==> src/core/phyirq_map.svh <==
// Register offsets, field positions and reset values of the PHY event and diagnostic registers
`ifndef PHYIRQ_MAP_SVH
`define PHYIRQ_MAP_SVH

`define PHYIRQ_ADDR_W 5
`define PHYIRQ_DATA_W 16

`define PHYIRQ_EVT_ADDR 5'h11
`define PHYIRQ_DIAG_ADDR 5'h12

`define PHYIRQ_EVT_RESET 16'h0000
`define PHYIRQ_DIAG_RESET 16'h0000
`define PHYIRQ_UNMAPPED_READ 16'h0000

`define PHYIRQ_EVT_FLAG_LSB 0
`define PHYIRQ_EVT_EN_LSB 8
`define PHYIRQ_EVT_COUNT 8

`define PHYIRQ_DIAG_FAIL_BIT 12
`define PHYIRQ_DIAG_NEGOTIATED_FULL_DUPLEX_BIT 11
`define PHYIRQ_DIAG_RATE_BIT 10
`define PHYIRQ_DIAG_RX_SIGNAL_DETECTED_BIT 9
`define PHYIRQ_DIAG_LOCK_BIT 8

`endif

==> src/core/phyirq_pkg.sv <==
// Types shared by the PHY event and diagnostic register files
package phyirq_pkg;

  // Bit order matches the status byte, bit 7 first
  typedef struct packed {
    logic jabber;
    logic rx_error;
    logic page_received;
    logic par_detect_fault;
    logic partner_ack;
    logic link_drop;
    logic remote_fault;
    logic negotiation_done;
  } phyirq_event_s;

  typedef struct packed {
    logic req;
    logic we;
    logic [4:0] addr;
    logic [15:0] wdata;
  } phyirq_mreq_s;

  typedef struct packed {
    logic done;
    logic failed;
    logic full_duplex;
    logic fast;
  } phyirq_neg_s;

endpackage

==> src/core/phyirq_regs.sv <==
// PHY event enable/status and auto-negotiation diagnostic registers on the management port
`timescale 1ns/1ps
`default_nettype none
`include "phyirq_map.svh"

// Function
// - Jabber event sets status bit 7; enable bit 15 gates its interrupt.
// - Receive error sets status bit 6; enable bit 14 gates its interrupt.
// - New page received sets status bit 5; enable bit 13 gates interrupt.
// - Parallel detection fault sets status bit 4; enable bit 12 gates interrupt.
// - Partner acknowledge burst sets status bit 3; enable bit 11 gates interrupt.
// - Link OK to FAIL sets status bit 2; enable bit 10 gates interrupt.
// - Partner remote fault sets status bit 1; enable bit 9 gates interrupt.
// - Negotiation completed sets status bit 0; enable bit 8 gates interrupt.
// - Reading the event register clears all eight status bits, except any bit set by an event on the same edge.
// - Each upper-byte enable lets its lower-byte status raise the PHY interrupt.
// - Negotiation failure bit 12 sets on no common mode, clears on read.
// - Bit 11 reads 1 for full duplex, 0 for half duplex.
// - Bit 10 reads 1 for 100 Mb/s, 0 for 10 Mb/s.
// - Bit 9 reads 1 when receive signal or Manchester data is detected.
// - Bit 8 reads 1 while the receive PLL is locked.
// - Diagnostic bits 15:13 and 7:0 read zero; software preserves them.
// - Diagnostic register at 0x12, read-only except failure bit, resets zero.
module phyirq_regs (
  input wire logic mclk, // Clock
  input wire logic srst, // Sync reset, high
  input wire phyirq_pkg::phyirq_mreq_s mreq, // Management request
  input wire phyirq_pkg::phyirq_event_s events, // Event pulses
  input wire phyirq_pkg::phyirq_neg_s neg, // Negotiation outcome
  input wire logic rx_sd, // Receive signal detect
  input wire logic rx_lock, // Receive PLL lock
  output logic mack, // Request answered
  output logic [15:0] mrdata, // Read data
  output logic phy_irq // To MAC, registered OR of enabled status flags
);

  localparam int N = `PHYIRQ_EVT_COUNT;
  localparam logic [15:0] EVT_RESET = `PHYIRQ_EVT_RESET;

  logic [N-1:0] event_en_reg;
  logic [N-1:0] event_flag;
  logic [15:0] diag_word;
  logic [15:0] evt_word;
  logic [15:0] rdata_next;
  logic mack_reg;
  logic [15:0] mrdata_reg;
  logic phy_irq_reg;
  logic sel_evt;
  logic sel_diag;
  logic rd_evt;
  logic rd_diag;
  logic wr_evt;

  assign sel_evt = mreq.addr == `PHYIRQ_EVT_ADDR;
  assign sel_diag = mreq.addr == `PHYIRQ_DIAG_ADDR;
  assign rd_evt = mreq.req && !mreq.we && sel_evt;
  assign rd_diag = mreq.req && !mreq.we && sel_diag;
  assign wr_evt = mreq.req && mreq.we && sel_evt;

  phyirq_flags #(
    .N(N)
  ) u_flags (
    .mclk(mclk),
    .srst(srst),
    .set_pulse(events),
    .clear_all(rd_evt),
    .flag(event_flag)
  );

  phyirq_diag u_diag (
    .mclk(mclk),
    .srst(srst),
    .neg(neg),
    .rx_sd(rx_sd),
    .rx_lock(rx_lock),
    .clear_fail(rd_diag),
    .diag_word(diag_word)
  );

  // Status byte is read-clear only; writes touch just the enables
  always_ff @(posedge mclk) begin
    if (srst) begin
      event_en_reg <= EVT_RESET[`PHYIRQ_EVT_EN_LSB +: N];
    end else if (wr_evt) begin
      event_en_reg <= mreq.wdata[`PHYIRQ_EVT_EN_LSB +: N];
    end
  end

  always_comb begin
    evt_word = {event_en_reg, event_flag};
    if (sel_evt) begin
      rdata_next = evt_word;
    end else if (sel_diag) begin
      rdata_next = diag_word;
    end else begin
      rdata_next = `PHYIRQ_UNMAPPED_READ;
    end
  end

  // Every request is answered one cycle later, unmapped ones too
  always_ff @(posedge mclk) begin
    if (srst) begin
      mack_reg <= 1'b0;
    end else begin
      mack_reg <= mreq.req;
    end
  end

  // Data captured on the same edge that clears, so no flag is read twice or missed
  always_ff @(posedge mclk) begin
    if (srst) begin
      mrdata_reg <= 16'h0000;
    end else if (mreq.req && !mreq.we) begin
      mrdata_reg <= rdata_next;
    end
  end

  always_ff @(posedge mclk) begin
    if (srst) begin
      phy_irq_reg <= 1'b0;
    end else begin
      phy_irq_reg <= |(event_flag & event_en_reg);
    end
  end

  assign mack = mack_reg;
  assign mrdata = mrdata_reg;
  assign phy_irq = phy_irq_reg;
endmodule

`default_nettype wire

==> src/core/phyirq_flags.sv <==
// Sticky event flags with read clear, set winning over clear
`timescale 1ns/1ps
`default_nettype none

module phyirq_flags #(
  parameter int N = 8
) (
  input wire logic mclk, // Clock
  input wire logic srst, // Sync reset, high
  input wire logic [N-1:0] set_pulse, // Event pulses
  input wire logic clear_all, // Register read clear
  output logic [N-1:0] flag // Sticky flags
);

  genvar i;
  generate
    for (i = 0; i < N; i++) begin : g_flag
      always_ff @(posedge mclk) begin
        if (srst) begin
          flag[i] <= 1'b0;
        end else if (set_pulse[i]) begin
          // An event on the clearing read stays visible for the next read
          flag[i] <= 1'b1;
        end else if (clear_all) begin
          flag[i] <= 1'b0;
        end
      end
    end
  endgenerate

endmodule

`default_nettype wire

==> src/core/phyirq_diag.sv <==
// Auto-negotiation outcome and receive state word
`timescale 1ns/1ps
`default_nettype none
`include "phyirq_map.svh"

module phyirq_diag (
  input wire logic mclk, // Clock
  input wire logic srst, // Sync reset, high
  input wire phyirq_pkg::phyirq_neg_s neg, // Negotiation outcome
  input wire logic rx_sd, // Receive signal detect
  input wire logic rx_lock, // Receive PLL lock
  input wire logic clear_fail, // Diagnostic read
  output logic [15:0] diag_word // Register image
);

  logic negotiation_failed_reg;
  logic negotiated_full_duplex_reg;
  logic negotiated_fast_reg;
  logic rx_signal_detected_reg;
  logic rx_lock_reg;

  always_ff @(posedge mclk) begin
    if (srst) begin
      negotiation_failed_reg <= 1'b0;
    end else if (neg.failed) begin
      negotiation_failed_reg <= 1'b1;
    end else if (clear_fail) begin
      negotiation_failed_reg <= 1'b0;
    end
  end

  // Best common mode only changes when a negotiation concludes
  always_ff @(posedge mclk) begin
    if (srst) begin
      negotiated_full_duplex_reg <= 1'b0;
      negotiated_fast_reg <= 1'b0;
    end else if (neg.done) begin
      negotiated_full_duplex_reg <= neg.full_duplex;
      negotiated_fast_reg <= neg.fast;
    end
  end

  always_ff @(posedge mclk) begin
    if (srst) begin
      rx_signal_detected_reg <= 1'b0;
      rx_lock_reg <= 1'b0;
    end else begin
      rx_signal_detected_reg <= rx_sd;
      rx_lock_reg <= rx_lock;
    end
  end

  always_comb begin
    diag_word = `PHYIRQ_DIAG_RESET;
    diag_word[`PHYIRQ_DIAG_FAIL_BIT] = negotiation_failed_reg;
    diag_word[`PHYIRQ_DIAG_NEGOTIATED_FULL_DUPLEX_BIT] = negotiated_full_duplex_reg;
    diag_word[`PHYIRQ_DIAG_RATE_BIT] = negotiated_fast_reg;
    diag_word[`PHYIRQ_DIAG_RX_SIGNAL_DETECTED_BIT] = rx_signal_detected_reg;
    diag_word[`PHYIRQ_DIAG_LOCK_BIT] = rx_lock_reg;
  end

endmodule

`default_nettype wire

==> config.mk <==
export PLATFORM = sky130hd
export DESIGN_NAME = phyirq_regs
export DESIGN_NICKNAME = d
export VERILOG_FILES = /design/src/core/phyirq_pkg.sv /design/src/core/phyirq_regs.sv /design/src/core/phyirq_flags.sv /design/src/core/phyirq_diag.sv
export VERILOG_INCLUDE_DIRS = /design/src /design/src/core
export SDC_FILE = /design/constraint.sdc
export NUM_CORES = 1
export LEC_CHECK = 0
export BUFFER_PORTS_ARGS = -buffer_cell sky130_fd_sc_hd__buf_2
export CAP_MARGIN = 20
export CELL_PAD_IN_SITES_DETAIL_PLACEMENT = 1
export CELL_PAD_IN_SITES_GLOBAL_PLACEMENT = 1
export CORE_ASPECT_RATIO = 2
export CORE_MARGIN = 5
export CORE_UTILIZATION = 35
export DETAILED_ROUTE_END_ITERATION = 7
export GPL_ROUTABILITY_DRIVEN = 0
export PLACE_DENSITY = 0.75
export SYNTH_ARGS = -nofsm -noshare
export SYNTH_HDL_FRONTEND = slang
export SYNTH_SLANG_ARGS = --single-unit
==> constraint.sdc <==
create_clock -name mclk -period 1.1 [get_ports mclk]
set_input_delay 0.11 -clock mclk [delete_from_list [all_inputs] [get_ports mclk]]
set_output_delay 0.11 -clock mclk [all_outputs]
set_load 0.02 [all_outputs]
==> results.toml <==
[synth]
synth_xor_area_share_pct = 0
synthesis.yosys.warnings = 0
synth-adder-area-share_pct = 0
netlist.area_leader.share_pct = 50.08
post-synth-top-area-cell = "sky130_fd_sc_hd__dfxtp_1"
synth-seq-area-share_pct = 50.08
post_synth_mux_area_share_pct = 1.284
synth.distinct_cells = 29
synth_fp_nets = 212
synthCells = 173
synth-seq-cells = 39
synth.avg_cell_area_um2 = 9.012
synth-compound-area-share_pct = 22.07
post_synth_and_or_nand_nor_area_fraction_pct = 19.58
yosys-top-cells-area = "sky130_fd_sc_hd__dfxtp_1, sky130_fd_sc_hd__a21oi_1, sky130_fd_sc_hd__nand4_1"
synth.cell_area_um2 = 1559
synth_top_family_by_area = "compound AO/OA/AOI/OAI gates"

[placed_design]
port_buffers = 48
numPlacedInstances = 271
dpl-instance-area_um2 = 1863
dp_hpwl_um = 3329

[cells_and_area]
flow.area_growth_from_synthesis_pct = 24.72
nNetsFinal = 263
mostFrequentLayoutCell = "sky130_fd_sc_hd__buf_2"
stdcell_area_um2 = 1944
drive_above_1_share_pct = 31.11
flip_flop_count_of_the_largest_register_all_copies_and_words_added = 16
finish.utilization_pct = 44.81
most-common-layout-cells = "sky130_fd_sc_hd__buf_2, sky130_fd_sc_hd__dfxtp_1, sky130_fd_sc_hd__a21oi_1, sky130_fd_sc_hd__nand4_1, sky130_fd_sc_hd__nand2_1"
antenna_cells = 0
layout.cells.non_filler = 279

[power]
p_int_mw = 1.992
finalPower_mw = 2.618
max-vdd-ir-drop_mv = 1.052
power.clock.fraction_pct = 34.9
total_switching_power_uw = 625.3
seq_power_share_pct = 56.2
power.leakage_nw = 0.7893
power.density_nw_per_um2 = 1346
share_of_power_burned_in_combinational_logic_pct = 8.8
switching_share_pct = 23.89

[global_routing]
wire_length_of_the_first_global_routing_pass_um = 7162
antenna_violations_before_repair = 0
maximum_number_of_pins_on_one_net_before_global_route_repair = 24
first_global_vias = 1628
global_route.overflow_total = 0
overall_fraction_of_global_route_tracks_in_use_pct = 15.26

[critical_path]
timing.critical_path.buf_inv = 1
critPathKind = "reg -> out"
crit_chain = "buf_2"
startpoint = "mrdata[12]"
critical-path-slowest-cell = "sky130_fd_sc_hd__dfxtp_1"
worst-endpoint-required_ns = 0.99
arrival_time_at_the_worst_endpoint_ns = 0.82
worstPathMaxFanout = 2
crit_path_end_kind = "output pin"
worstReg2RegStart = "u_flags.flag[1]"
crit_path_start_kind = "register"
critPathTopFamily = "flip-flops"
timing.critical_path.slowest_cell_delay_ns = 0.35

[die]
width_of_the_chip_um = 57.19
core_area_um2 = 4339
starting_utilization_of_the_core_area_pct = 35.93
dieHeight_um = 104.4
floorplan.die_area_um2 = 5970
floorplan.io_pins = 57
rows = 34

[drt]
avgViaCountPerCell = 5.269
wirelength_um = 4245
drt_pass1_iterations = 4
routed-via-count = 1470
drt_drc_violations_left = 0
ant_nets = 0
drt-wirelength-per-cell_um = 15.22
drt_iter0_drc = 30

[clock_network]
clkTransAtPathRegs_ns = 0.07
worstSkewPairLatency_ns = 0.29
holdBufCountCts = 0
tritoncts = "done"
post_cts_resize_count = 0
cts_buffer_depth = 2
post_cts_setup_buffer_count = 0
cts-htree-levels = 2
clock-sinks = 39
ctsRootBufferMaster = "sky130_fd_sc_hd__clkbuf_8"
tritoncts.num_buffers = 5

[outcome]
status = "completed"

[sta]
grt_setup_unrepaired = "false"
finalCritPeriodShare_pct = 84.33
final_period_minus_worst_setup_slack_ns = 0.9277
worst_pin_slew_ns = 0.3980
fmaxAchievable_mhz = 1078
slew_headroom_pct = 73.46
tns_ns = 0
clock-skew-final_ns = 0.003951
finalSetupViolations = 0
hold_violations = 0
timing.final.max_slew_violations = 0

[job]
max-cap-violations = 0

[min_path]
worst_hold_path_type = "in -> reg"
hold_path.startpoint = "rx_sd"
==> final timing paths <==
kind | endpoint | slack (ns) | cells after the start
setup / recovery | mrdata[12] | 0.17 | 1
hold / removal | u_diag.rx_signal_detected_reg | 0.03 | 2
setup reg to reg | phy_irq | 0.30 | 2
hold reg to reg | mrdata[0] | 0.45 | 2
==> layer usage <==
layer,global-route usage [%],part of all wire (%),vias to the layer above
li1,-,-,730
met5,0,0,-
met4,6.468,2.4,0
met3,3.851,4.9,9
met2,28.40,56,34
met1,15.27,36,697
==> Yosys cell counts, drive strengths merged <==
master	instances
mux2i	2
nand2	11
nor2	2
nand4b	1
a22oi	4
nand2b	1
a21boi	1
nand4	19
nand3	5
and2	1
dfxtp	39
and4bb	2
nor3b	1
clkbuf	5
a32oi	5
a21oi	32
nor2b	5
o21ba	1
o21ai	16
nand4bb	1
a41oi	1
or3b	1
buf	9
inv	8
==> cell families after synthesis <==
kind of cell	count (synthesis)
flip-flops	39
AND/OR/NAND/NOR	50
buffers and inverters	22
multiplexers	2
AO/OA/AOI/OAI	60
==> per-stage QoR <==
step,hold slack (ns),setup WS (ns)
2_1_floorplan,0.2382,0.1202
6_report,0.02975,0.1723
5_1_grt,0.04500,0.1406
3_5_place_dp,0.3341,-0.03492
3_3_place_gp,0.3232,-0.01250
4_1_cts,0.02311,0.1601
==> final cells by class <==
cell class,count,area (um^2)
repair buffers,58,315.3
multi-input cells,112,669.4
well taps,54,67.56
fillers,557,2395
flip-flops and latches,39,780.7
clock inverters,1,5.005
clock buffers,7,76.32
inverters,8,30.03
==> power groups by stage <==
stage | Clock, mW | Combinational [mW] | Sequential (mW)
after detailed placement | 0 | 0.234 | 1.50
after global routing | 0.976 | 0.261 | 1.48
after CTS | 0.943 | 0.235 | 1.47
after floorplan | 0 | 0.129 | 1.50
final | 0.914 | 0.232 | 1.47
after global placement | 0 | 0.228 | 1.50
Power figures use the tool's default switching activity.
